[src/hw/pmrd_pkg.sv]
`default_nettype none
package pmrd_pkg;
	// Core clock rate and the millisecond tick derived from it.
	localparam int CLK_FREQ_KHZ = 50000;
	localparam int TICK_TIME_MS = 1;
	localparam int TICK_CYCLES = TICK_TIME_MS * CLK_FREQ_KHZ;
	// Strobe qualification and timer scaling, counted in milliseconds.
	localparam logic [2:0] STB_MIN_MS = 3'h3;
	localparam logic [11:0] DEB_UNIT_MS = 12'h00a;
	localparam int DEB_CNT_W = 12;
	// Register bus geometry and byte offsets.
	localparam int ADDR_W = 5;
	localparam logic [4:0] OFF_CTRL = 5'h00;
	localparam logic [4:0] OFF_TIMING = 5'h04;
	localparam logic [4:0] OFF_MSGCFG = 5'h08;
	localparam logic [4:0] OFF_STATUS = 5'h0c;
	// Field positions.
	localparam int CTRL_MODE_LSB = 0;
	localparam int CTRL_DPOL_BIT = 3;
	localparam int CTRL_CPOL_BIT = 4;
	localparam int CTRL_DEFEN_BIT = 5;
	localparam int TIM_SAMP_LSB = 0;
	localparam int TIM_DEB_LSB = 8;
	localparam int CFG_DEF_LSB = 0;
	localparam int CFG_LAST_LSB = 8;
	localparam int STAT_MSG_LSB = 0;
	localparam int STAT_CNT_LSB = 8;
	localparam int STAT_PORT_LSB = 16;
	localparam int STAT_BUSY_BIT = 24;
	// Reset values.
	localparam logic [2:0] MODE_RST = 3'h0;
	localparam logic [7:0] SAMP_RST = 8'h05;
	localparam logic [7:0] DEB_RST = 8'h05;
	localparam logic [7:0] DEFMSG_RST = 8'h00;
	localparam logic [7:0] LASTPROG_RST = 8'hff;
	localparam logic [2:0] PTR_RST = 3'h7;
	// Request modes.
	localparam logic [2:0] MODE_BCD8 = 3'h0;
	localparam logic [2:0] MODE_BCD4 = 3'h1;
	localparam logic [2:0] MODE_BCD9 = 3'h2;
	localparam logic [2:0] MODE_PER_LINE = 3'h3;
	localparam logic [2:0] MODE_WHOLE = 3'h4;
	// Message numbering for the per-line mode, and the number and digit limits of the BCD modes.
	localparam logic [7:0] PL_ACT_BASE = 8'h01;
	localparam logic [7:0] PL_INACT_BASE = 8'h0b;
	localparam logic [9:0] MSG_MAX = 10'h0ff;
	localparam logic [3:0] BCD_MAX = 4'h9;
	// Bus responses.
	localparam logic [1:0] RESP_OKAY = 2'h0;
	localparam logic [1:0] RESP_SLVERR = 2'h2;
	// Strobe sequencer states, Gray coded along the path.
	typedef enum logic [1:0] {
		ST_IDLE = 2'h0,
		ST_QUAL = 2'h1,
		ST_SAMP = 2'h3,
		ST_HOLD = 2'h2
	} pmrd_stb_t;
endpackage
`default_nettype wire

[src/hw/pmrd_sync.sv]
`default_nettype none
module pmrd_sync #(
	parameter int W = 10
) (
	// Clocking.
	input wire logic core_clk,
	input wire logic srst,
	input wire logic ce,
	// Pins in, synchronised levels out.
	input wire logic [W-1:0] d,
	output logic [W-1:0] q
);
	typedef struct packed {
		logic [W-1:0] s1;
		logic [W-1:0] s2;
	} pmrd_sync_t;
	pmrd_sync_t st_reg, st_next;

	if (W < 1) begin : g_chk
		$error("pmrd_sync width must be positive");
	end

	// The first stage feeds only the second stage.
	always_comb begin
		st_next.s1 = d;
		st_next.s2 = st_reg.s1;
	end

	always_ff @(posedge core_clk) begin
		if (srst) begin
			st_reg <= '0;
		end else if (ce) begin
			st_reg <= st_next;
		end
	end

	assign q = st_reg.s2;
endmodule
`default_nettype wire

[src/hw/pmrd_tick.sv]
`default_nettype none
module pmrd_tick #(
	parameter int CYC = pmrd_pkg::TICK_CYCLES
) (
	// Clocking.
	input wire logic core_clk,
	input wire logic srst,
	input wire logic ce,
	// One-cycle pulse every CYC cycles.
	output logic tick
);
	localparam int CW = $clog2(CYC);
	typedef struct packed {
		logic [CW-1:0] cnt;
		logic tick;
	} pmrd_tick_t;
	pmrd_tick_t st_reg, st_next;

	if (CYC < 2) begin : g_chk
		$error("pmrd_tick needs at least two cycles per tick");
	end

	// Free-running divider; the pulse is registered so it is glitch free.
	always_comb begin
		st_next = st_reg;
		st_next.tick = 1'b0;
		if (st_reg.cnt == CW'(CYC - 1)) begin
			st_next.cnt = '0;
			st_next.tick = 1'b1;
		end else begin
			st_next.cnt = st_reg.cnt + CW'(1);
		end
	end

	always_ff @(posedge core_clk) begin
		if (srst) begin
			st_reg <= '0;
		end else if (ce) begin
			st_reg <= st_next;
		end
	end

	assign tick = st_reg.tick;
endmodule
`default_nettype wire

[src/hw/pmrd_top.sv]
// How it works
// - Eight-bit BCD: hundreds, then tens and ones.
// - Four-bit BCD: three strobes, low nibble each.
// - Digits combine into message number 0 to 255.
// - Nine-bit BCD never yields 200 or more.
// - Nine-bit BCD: select line adds hundred.
// - Port data accepted only at data level.
// - Per-line mode reports each line's edges.
// - Line n maps to n+1 or n+11.
// - Value must stay stable for sample time.
// - Debounce spaces per-line requests.
// - Round-robin scan from highest line downward.
// - Unprogrammed number becomes default or dropped.
// - Per-line power-up reports every active line.
// - Whole-value mode requests the new value.
// - Debounce spaces whole-value requests.
// - Whole-value power-up requests nonzero value only.
// - Polarity switches choose the active levels.
// - Strobe valid after three ms, debounce idle.
// - Data level suspends both automatic modes.
// - Message-level strobe aborts collecting message.
//
// The AXI4-Lite register port and the address map were left to the implementer.
`default_nettype none
module pmrd_top #(
	parameter int TICK_CYC = pmrd_pkg::TICK_CYCLES
) (
	// Clock, reset and clock enable.
	input wire logic core_clk,
	input wire logic srst,
	input wire logic ce,
	// Parallel port pins.
	input wire logic [7:0] port_data_lines,
	input wire logic strobe_line,
	input wire logic select_line,
	// Message engine side.
	input wire logic collecting,
	output logic req_valid,
	output logic [7:0] req_msg,
	output logic abort_msg,
	output logic data_valid,
	output logic [7:0] data_value,
	// AXI4-Lite write channels.
	input wire logic [pmrd_pkg::ADDR_W-1:0] s_axi_awaddr,
	input wire logic s_axi_awvalid,
	output logic s_axi_awready,
	input wire logic [31:0] s_axi_wdata,
	input wire logic [3:0] s_axi_wstrb,
	input wire logic s_axi_wvalid,
	output logic s_axi_wready,
	output logic [1:0] s_axi_bresp,
	output logic s_axi_bvalid,
	input wire logic s_axi_bready,
	// AXI4-Lite read channels.
	input wire logic [pmrd_pkg::ADDR_W-1:0] s_axi_araddr,
	input wire logic s_axi_arvalid,
	output logic s_axi_arready,
	output logic [31:0] s_axi_rdata,
	output logic [1:0] s_axi_rresp,
	output logic s_axi_rvalid,
	input wire logic s_axi_rready
);
	import pmrd_pkg::*;

	typedef struct packed {
		logic [2:0] mode;
		logic dpol;
		logic cpol;
		logic defen;
		logic [7:0] samp;
		logic [7:0] deb;
		logic [7:0] defmsg;
		logic [7:0] lastprog;
		logic aw_got;
		logic [ADDR_W-1:0] aw_addr;
		logic w_got;
		logic [31:0] wdata;
		logic [3:0] wstrb;
		logic awready;
		logic wready;
		logic bvalid;
		logic [1:0] bresp;
		logic arready;
		logic rvalid;
		logic [31:0] rdata;
		logic [1:0] rresp;
		pmrd_stb_t sst;
		logic [2:0] qcnt;
		logic [8:0] scnt;
		logic [DEB_CNT_W-1:0] dcnt;
		logic [1:0] digit;
		logic [3:0] hund;
		logic [3:0] tens;
		logic [7:0] snap;
		logic [7:0] cur;
		logic [2:0] ptr;
		logic req_valid;
		logic [7:0] req_msg;
		logic abort;
		logic dat_valid;
		logic [7:0] dat_byte;
		logic [7:0] req_cnt;
	} pmrd_st_t;

	pmrd_st_t st_reg, st_next;
	logic [9:0] sync_q;
	logic tick;

	if (TICK_CYC < 2) begin : g_chk
		$error("TICK_CYC must be at least 2");
	end

	// Pins cross into the core clock through two flops each.
	pmrd_sync #(.W(10)) u_sync (
		.core_clk(core_clk),
		.srst(srst),
		.ce(ce),
		.d({select_line, strobe_line, port_data_lines}),
		.q(sync_q)
	);

	// Millisecond tick shared by the sample and debounce timers.
	pmrd_tick #(.CYC(TICK_CYC)) u_tick (
		.core_clk(core_clk),
		.srst(srst),
		.ce(ce),
		.tick(tick)
	);

	function automatic logic [31:0] wmerge(input logic [31:0] old, input logic [31:0] d, input logic [3:0] s);
		logic [31:0] m;
		m = old;
		for (int i = 0; i < 4; i++) begin
			if (s[i]) begin
				m[i*8 +: 8] = d[i*8 +: 8];
			end
		end
		return m;
	endfunction

	function automatic logic [9:0] bcd_num(input logic [3:0] h, input logic [3:0] t, input logic [3:0] o);
		return 10'(h) * 10'h064 + 10'(t) * 10'h00a + 10'(o);
	endfunction

	function automatic logic nib_ok(input logic [3:0] n);
		return n <= BCD_MAX;
	endfunction

	// A zero setting would disable the timer, so it is treated as the minimum.
	function automatic logic [8:0] samp_eff(input logic [7:0] s);
		return (s == 8'h00) ? 9'h001 : {1'b0, s};
	endfunction

	// One extra tick makes the spacing a true minimum despite tick phase.
	function automatic logic [DEB_CNT_W-1:0] deb_load(input logic [7:0] d);
		logic [11:0] u;
		u = (d == 8'h00) ? 12'h001 : {4'h0, d};
		return u * DEB_UNIT_MS + 12'h001;
	endfunction

	// Bit 8 set means a request goes out with the low byte as its number.
	function automatic logic [8:0] auto_resolve(input logic [7:0] n, input logic [7:0] last, input logic den,
			input logic [7:0] dmsg);
		if (n <= last) begin
			return {1'b1, n};
		end
		return {den, dmsg};
	endfunction

	// First changed line at or below the pointer, wrapping past line zero.
	function automatic logic [3:0] rr_pick(input logic [7:0] pend, input logic [2:0] from);
		logic [3:0] res;
		logic [2:0] k;
		res = 4'h0;
		k = 3'h0;
		for (int i = 7; i >= 0; i--) begin
			k = from - 3'(i);
			if (pend[k]) begin
				res = {1'b1, k};
			end
		end
		return res;
	endfunction

	// Next state of the whole block.
	always_comb begin
		logic [7:0] din;
		logic stb_act;
		logic sel_data;
		logic [31:0] wv;
		logic [9:0] num;
		logic [8:0] res;
		logic [3:0] pk;
		logic [1:0] dg;
		logic amr;
		logic go;
		logic ok;
		din = '0;
		stb_act = 1'b0;
		sel_data = 1'b0;
		wv = '0;
		num = '0;
		res = '0;
		pk = '0;
		dg = '0;
		go = 1'b0;
		ok = 1'b0;
		amr = 1'b0;
		st_next = st_reg;
		st_next.req_valid = 1'b0;
		st_next.abort = 1'b0;
		st_next.dat_valid = 1'b0;
		din = st_reg.dpol ? sync_q[7:0] : ~sync_q[7:0];
		stb_act = st_reg.cpol ? sync_q[8] : ~sync_q[8];
		sel_data = st_reg.cpol ? sync_q[9] : ~sync_q[9];
		amr = (st_reg.mode == MODE_PER_LINE) || (st_reg.mode == MODE_WHOLE);

		// Debounce countdown, one step per millisecond.
		if (tick && st_reg.dcnt != '0) begin
			st_next.dcnt = st_reg.dcnt - DEB_CNT_W'(1);
		end

		// Write address and data are taken in either order and held.
		if (s_axi_awvalid && st_reg.awready) begin
			st_next.aw_got = 1'b1;
			st_next.aw_addr = s_axi_awaddr;
		end
		if (s_axi_wvalid && st_reg.wready) begin
			st_next.w_got = 1'b1;
			st_next.wdata = s_axi_wdata;
			st_next.wstrb = s_axi_wstrb;
		end
		if (st_reg.bvalid && s_axi_bready) begin
			st_next.bvalid = 1'b0;
		end
		if (st_reg.aw_got && st_reg.w_got && !st_reg.bvalid) begin
			st_next.aw_got = 1'b0;
			st_next.w_got = 1'b0;
			st_next.bvalid = 1'b1;
			st_next.bresp = RESP_OKAY;
			case ({st_reg.aw_addr[ADDR_W-1:2], 2'h0})
				OFF_CTRL: begin
					wv = wmerge({26'h0, st_reg.defen, st_reg.cpol, st_reg.dpol, st_reg.mode}, st_reg.wdata,
						st_reg.wstrb);
					st_next.mode = wv[CTRL_MODE_LSB +: 3];
					st_next.dpol = wv[CTRL_DPOL_BIT];
					st_next.cpol = wv[CTRL_CPOL_BIT];
					st_next.defen = wv[CTRL_DEFEN_BIT];
					// A new configuration starts as if from power-up.
					st_next.cur = '0;
					st_next.ptr = PTR_RST;
					st_next.digit = '0;
					st_next.sst = ST_IDLE;
				end
				OFF_TIMING: begin
					wv = wmerge({16'h0, st_reg.deb, st_reg.samp}, st_reg.wdata, st_reg.wstrb);
					st_next.samp = wv[TIM_SAMP_LSB +: 8];
					st_next.deb = wv[TIM_DEB_LSB +: 8];
				end
				OFF_MSGCFG: begin
					wv = wmerge({16'h0, st_reg.lastprog, st_reg.defmsg}, st_reg.wdata, st_reg.wstrb);
					st_next.defmsg = wv[CFG_DEF_LSB +: 8];
					st_next.lastprog = wv[CFG_LAST_LSB +: 8];
				end
				OFF_STATUS: begin
					st_next.bresp = RESP_OKAY;
				end
				default: begin
					st_next.bresp = RESP_SLVERR;
				end
			endcase
		end

		// Reads answer one cycle after the address is taken.
		if (st_reg.rvalid && s_axi_rready) begin
			st_next.rvalid = 1'b0;
		end
		if (s_axi_arvalid && st_reg.arready) begin
			st_next.rvalid = 1'b1;
			st_next.rresp = RESP_OKAY;
			st_next.rdata = '0;
			case ({s_axi_araddr[ADDR_W-1:2], 2'h0})
				OFF_CTRL: begin
					st_next.rdata = {26'h0, st_reg.defen, st_reg.cpol, st_reg.dpol, st_reg.mode};
				end
				OFF_TIMING: begin
					st_next.rdata = {16'h0, st_reg.deb, st_reg.samp};
				end
				OFF_MSGCFG: begin
					st_next.rdata = {16'h0, st_reg.lastprog, st_reg.defmsg};
				end
				OFF_STATUS: begin
					st_next.rdata[STAT_MSG_LSB +: 8] = st_reg.req_msg;
					st_next.rdata[STAT_CNT_LSB +: 8] = st_reg.req_cnt;
					st_next.rdata[STAT_PORT_LSB +: 8] = din;
					st_next.rdata[STAT_BUSY_BIT] = st_reg.dcnt != '0;
				end
				default: begin
					st_next.rresp = RESP_SLVERR;
				end
			endcase
		end

		// Strobed modes: qualify, wait the sample time, then take the port.
		if (amr) begin
			st_next.sst = ST_IDLE;
		end else begin
			case (st_reg.sst)
				ST_IDLE: begin
					if (stb_act && st_reg.dcnt == '0) begin
						st_next.sst = ST_QUAL;
						st_next.qcnt = '0;
					end
				end
				ST_QUAL: begin
					// Ticks arrive at any phase, so one more than the minimum is counted.
					if (!stb_act) begin
						st_next.sst = ST_IDLE;
					end else if (tick && st_reg.qcnt == STB_MIN_MS) begin
						st_next.sst = ST_SAMP;
						st_next.scnt = '0;
					end else if (tick) begin
						st_next.qcnt = st_reg.qcnt + 3'h1;
					end
				end
				ST_SAMP: begin
					if (tick && st_reg.scnt == samp_eff(st_reg.samp)) begin
						st_next.sst = ST_HOLD;
						if (collecting && sel_data) begin
							st_next.dat_valid = 1'b1;
							st_next.dat_byte = (st_reg.mode == MODE_BCD4) ? {4'h0, din[3:0]} : din;
						end else if (!sel_data || st_reg.mode == MODE_BCD9) begin
							st_next.abort = collecting;
							dg = collecting ? 2'h0 : st_reg.digit;
							case (st_reg.mode)
								MODE_BCD9: begin
									num = bcd_num({3'h0, sel_data}, din[7:4], din[3:0]);
									ok = nib_ok(din[7:4]) && nib_ok(din[3:0]);
									go = 1'b1;
								end
								MODE_BCD8: begin
									if (dg == 2'h0) begin
										st_next.hund = din[3:0];
										st_next.digit = 2'h1;
									end else begin
										num = bcd_num(st_reg.hund, din[7:4], din[3:0]);
										ok = nib_ok(st_reg.hund) && nib_ok(din[7:4]) && nib_ok(din[3:0]);
										go = 1'b1;
										st_next.digit = 2'h0;
									end
								end
								MODE_BCD4: begin
									if (dg == 2'h0) begin
										st_next.hund = din[3:0];
										st_next.digit = 2'h1;
									end else if (dg == 2'h1) begin
										st_next.tens = din[3:0];
										st_next.digit = 2'h2;
									end else begin
										num = bcd_num(st_reg.hund, st_reg.tens, din[3:0]);
										ok = nib_ok(st_reg.hund) && nib_ok(st_reg.tens) && nib_ok(din[3:0]);
										go = 1'b1;
										st_next.digit = 2'h0;
									end
								end
								default: begin
									st_next.digit = 2'h0;
								end
							endcase
							// A bad digit or a number past the top drops the request.
							if (go && ok && num <= MSG_MAX) begin
								st_next.req_valid = 1'b1;
								st_next.req_msg = num[7:0];
								st_next.req_cnt = st_reg.req_cnt + 8'h01;
							end
						end
					end else if (tick) begin
						st_next.scnt = st_reg.scnt + 9'h001;
					end
				end
				ST_HOLD: begin
					// Debounce starts only when the strobe is released.
					if (!stb_act) begin
						st_next.sst = ST_IDLE;
						st_next.dcnt = deb_load(st_reg.deb);
					end
				end
				default: begin
					st_next.sst = ST_IDLE;
				end
			endcase
		end

		// Automatic modes: restart the sample time on any change or while suspended.
		if (amr) begin
			if (sel_data || din != st_reg.snap) begin
				st_next.snap = din;
				st_next.scnt = '0;
			end else if (tick && st_reg.scnt <= samp_eff(st_reg.samp)) begin
				st_next.scnt = st_reg.scnt + 9'h001;
			end
			if (!sel_data && din == st_reg.snap && st_reg.scnt > samp_eff(st_reg.samp) && st_reg.dcnt == '0) begin
				if (st_reg.mode == MODE_WHOLE && st_reg.snap != st_reg.cur) begin
					st_next.cur = st_reg.snap;
					res = auto_resolve(st_reg.snap, st_reg.lastprog, st_reg.defen, st_reg.defmsg);
					go = res[8];
				end else if (st_reg.mode == MODE_PER_LINE) begin
					pk = rr_pick(st_reg.snap ^ st_reg.cur, st_reg.ptr);
					if (pk[3]) begin
						st_next.cur[pk[2:0]] = st_reg.snap[pk[2:0]];
						st_next.ptr = pk[2:0] - 3'h1;
						num[7:0] = {5'h00, pk[2:0]} + (st_reg.snap[pk[2:0]] ? PL_ACT_BASE : PL_INACT_BASE);
						res = auto_resolve(num[7:0], st_reg.lastprog, st_reg.defen, st_reg.defmsg);
						go = res[8];
					end
				end
				if (go) begin
					st_next.req_valid = 1'b1;
					st_next.req_msg = res[7:0];
					st_next.req_cnt = st_reg.req_cnt + 8'h01;
					st_next.dcnt = deb_load(st_reg.deb);
				end
			end
		end

		// Ready flags are registered so every bus output comes from a flop.
		st_next.awready = !st_next.aw_got && !st_next.bvalid;
		st_next.wready = !st_next.w_got && !st_next.bvalid;
		st_next.arready = !st_next.rvalid;
	end

	// State register; reset clears the timers and loads the defaults.
	always_ff @(posedge core_clk) begin
		if (srst) begin
			st_reg <= '0;
			st_reg.mode <= MODE_RST;
			st_reg.samp <= SAMP_RST;
			st_reg.deb <= DEB_RST;
			st_reg.defmsg <= DEFMSG_RST;
			st_reg.lastprog <= LASTPROG_RST;
			st_reg.ptr <= PTR_RST;
		end else if (ce) begin
			st_reg <= st_next;
		end
	end

	// Outputs straight from the state register.
	assign req_valid = st_reg.req_valid;
	assign req_msg = st_reg.req_msg;
	assign abort_msg = st_reg.abort;
	assign data_valid = st_reg.dat_valid;
	assign data_value = st_reg.dat_byte;
	assign s_axi_awready = st_reg.awready;
	assign s_axi_wready = st_reg.wready;
	assign s_axi_bvalid = st_reg.bvalid;
	assign s_axi_bresp = st_reg.bresp;
	assign s_axi_arready = st_reg.arready;
	assign s_axi_rvalid = st_reg.rvalid;
	assign s_axi_rdata = st_reg.rdata;
	assign s_axi_rresp = st_reg.rresp;
endmodule
`default_nettype wire

[config.mk]
export PLATFORM = sky130hd
export DESIGN_NAME = pmrd_top
export DESIGN_NICKNAME = d
export VERILOG_FILES = /design/src/hw/pmrd_pkg.sv /design/src/hw/pmrd_sync.sv /design/src/hw/pmrd_tick.sv /design/src/hw/pmrd_top.sv
export SDC_FILE = /design/constraint.sdc
export NUM_CORES = 1
export LEC_CHECK = 0
export BUFFER_PORTS_ARGS = -buffer_cell sky130_fd_sc_hd__buf_2
export CAP_MARGIN = 20
export CORE_MARGIN = 5
export CORE_UTILIZATION = 30
export CTS_BUF_LIST = sky130_fd_sc_hd__clkbuf_2
export DETAILED_ROUTE_END_ITERATION = 8
export SKIP_CTS_REPAIR_TIMING = 1
export SLEW_MARGIN = 30
export SYNTH_ARGS = -nofsm -noshare
export SYNTH_HDL_FRONTEND = slang
export SYNTH_HIERARCHICAL = 1
export SYNTH_SLANG_ARGS = --single-unit
[constraint.sdc]
create_clock -name core_clk -period 10.35 [get_ports core_clk]
set_input_delay 2.07 -clock core_clk [delete_from_list [all_inputs] [get_ports core_clk]]
set_output_delay 2.07 -clock core_clk [all_outputs]
set_load 0.005 [all_outputs]
==> flow_summary.json <==
{
  "crit_fanout": 21,
  "fp.dieArea_um2": 51300,
  "place_ws_ns": 2.439,
  "fmax_ghz": 0.1232,
  "largest_reg_flops": 124,
  "path_delay_family": "compound AO/OA/AOI/OAI gates",
  "period_share_pct": 78.45,
  "use_met1_pct": 21.71,
  "dp.cells": 2293,
  "worstSetupPathType": "reg2reg",
  "p_leak_nw": 6.124,
  "tns_ns": 0,
  "vias_per_cell": 5.344,
  "antenna_found_initial": 1,
  "fin_nets": 1916,
  "die_x_um": 226.5,
  "hold_violations": 0,
  "worstHoldPathCells": 2,
  "synth-adder-area-share_pct": 9.753,
  "synth_compound_area_share_pct": 18.92,
  "port_buffers": 93,
  "intPower_mw": 1.106,
  "start_util_pct": 30.27,
  "synth_cells": 1711,
  "ys_types": 89,
  "grtUsageTotal_pct": 16.33,
  "ys_warn_count": 6,
  "slew_violations": 0,
  "grt_max_degree": 77,
  "synth_ff_type": "dfxtp_1",
  "slowest_stage": "nor2_1",
  "worst_hold_path_type": "reg2reg",
  "clock_skew_ns": 0.1195,
  "clk_pin_slew_ns": 0.10,
  "critPathMaxStageDelay_ns": 0.74,
  "synth_edf_count": 0,
  "endpoint_kind": "flip-flop",
  "cts_buffers": 60,
  "area_delta_synth_final_pct": 8.285,
  "synth_xor_area_share_pct": 4.859,
  "grt-busiest-layer": "met2",
  "cp_common_cell": "nor2_1",
  "ir_drop_v": 0.00008810,
  "io_pins": 125,
  "routabilityCongestion": 0.8976,
  "fp.coreArea_um2": 46460,
  "gr-usage-met3_pct": 2.900,
  "cellPowerDensity_nw_per_um2": 104.1,
  "rsz0062_at_grt": "false",
  "setup_violations": 0,
  "row_count": 79,
  "period_needed_ns": 8.119,
  "grt_use_met2_pct": 26.58,
  "wl_per_cell_um": 18.01,
  "crit_buf_inv": 5,
  "synth_area_um2": 14060,
  "vias": 12821,
  "synthSimpleGateAreaFrac_pct": 19.39,
  "dp_hpwl_mm": 31.51,
  "gr-total-overflow": 0,
  "tightestPinTransition_ns": 1.043,
  "cp-start-kind": "flip-flop",
  "cap_violations": 0,
  "clkLatencyLatePin_ns": 1.06,
  "muxShareOfSynthArea_pct": 9.388,
  "wirelength_mm": 43.21,
  "fin_util_pct": 32.77,
  "clock_power_share_pct": 38.8,
  "fin_cells": 2399,
  "max_slew_margin_pct": 29.85,
  "synth-seq-cells": 212,
  "final_antenna_net_count": 0,
  "synth.avg_cell_area_um2": 8.218,
  "grt_pass1_wl_mm": 67.33,
  "drtPass1Iterations": 6,
  "clock_sinks": 212,
  "status": "completed",
  "cp_data_required_time_ns": 11.20,
  "crit_cells": 31,
  "p_comb_share_pct": 8.5,
  "r2r_cells": 31,
  "cts_tree": "done",
  "ys_async_sr_fraction_pct": 0,
  "seqPwrFrac_pct": 52.7,
  "p_total_mw": 1.585,
  "ctsLongestPathBuffers": 3,
  "synth_top_family_by_area": "simple AND/OR/NAND/NOR gates",
  "cts-htree-levels": 2,
  "swShare_pct": 30.20,
  "grt_pass1_vias": 12176,
  "drive_gt1_share_pct": 14.29,
  "route.detailed.drc": 0,
  "cts-root-buf": "clkbuf_2",
  "dieHeight_um": 226.5,
  "seq_area_frac_synth_pct": 30.18,
  "p_switching_mw": 0.4787,
  "dr.first_iter.drc_count": 1004,
  "worst_slack_ns": 2.231,
  "worst_ep_arrival_time_ns": 8.97
}
-- cells by family after synthesis --
group	after synthesis
AOI/OAI and AO/OA	410
xor gates and xnor gates	78
adders and majority gates	103
buffers and inverters	213
DFF	212
muxes	107
other	1
and+or+nand+nor	587
-- routing by layer --
layer	vias to the layer above	wire [µm]	part of all wire [%]
met1	6137	19250	45
met3	95	2591	6.0
li1	6188	-	-
met5	-	0	0
met4	0	1443	3.3
met2	401	19920	46
-- final cells by class --
cell class	instances	area, µm²
Antenna cell	1	2.502
Clock buffer	74	370.4
Clock inverter	31	162.7
Fill cell	4939	31230
Inverter	68	255.2
Multi-Input combinational cell	1294	8815
Sequential cell	212	4244
Tap cell	607	759.5
Timing Repair Buffer	112	616.8
-- tightest hold or removal path, stage by stage (launching register included) --
cell     delay, ns
dfxtp_1       0.32
nand2_1       0.05
a21oi_1       0.05
-- synthesized netlist by cell type (all sizes together), types with 10 or more instances --
cell type    n  area, µm²
nand2      179      671.9
a22o        12      105.1
mux4        19      427.9
nor2       201      764.5
xor2        33      289.0
o211ai      20      150.1
xnor2       45      394.1
o22ai       10      62.56
nor4        21      131.4
nand4       15      100.1
fa          11      220.2
dfxtp      212       4244
buf         73      525.5
a211oi      22      165.2
a31oi       11      68.82
a22oi       34      255.2
a21o        15      112.6
o21ai       80      400.4
ha          92       1151
mux2i       79      790.8
nor2b       15      93.84
nor3        33      170.2
a21oi      125      625.6
nand2b      16      100.1
clkbuf      72      271.5
inv         66      247.7
nand3       45      225.2
-- worst paths after layout --
check	startpoint	endpoint	slack [ns]
setup / recovery	st_reg[27]$_SDFFE_PP1P_	st_reg[65]$_SDFFE_PP0P_	2.23
hold / removal	data_value[7]$_SDFFE_PP0P_	data_value[7]$_SDFFE_PP0P_	0.46
setup reg to reg	st_reg[27]$_SDFFE_PP1P_	st_reg[65]$_SDFFE_PP0P_	2.23
hold reg to reg	data_value[7]$_SDFFE_PP0P_	data_value[7]$_SDFFE_PP0P_	0.46
-- power groups by stage --
stage,registers (mW),clock network [mW],logic [mW]
floorplan,0.849,0,0.0990
finish,0.836,0.616,0.134
detailed placement,0.855,0,0.133
global route,0.838,0.684,0.148
global placement,0.854,0,0.129
CTS,0.836,0.646,0.134
-- stage by stage --
stage | hold WS (ns) | instance area, µm²
floorplan | 0.4319 | 14090
CTS | 0.4482 | 15220
finish | 0.4559 | 15230
global placement | 0.4389 | 14680
global route | 0.4752 | 15230
detailed placement | 0.4410 | 14690
-- cell usage in the layout (no fill, tap or decap), drive strengths merged, types with 16 or more instances in the layout --
cell type	n
o211ai	20
mux4	19
nand3	45
mux2i	79
a211oi	22
ha	92
nor2	201
clkbuf	74
nand2	179
nand2b	16
o21ai	80
clkinv	30
a22oi	34
xor2	33
dfxtp	212
xnor2	45
nor3	33
inv	68
nor4	21
a21oi	125
buf	112
Power figures use the tool's default switching activity.
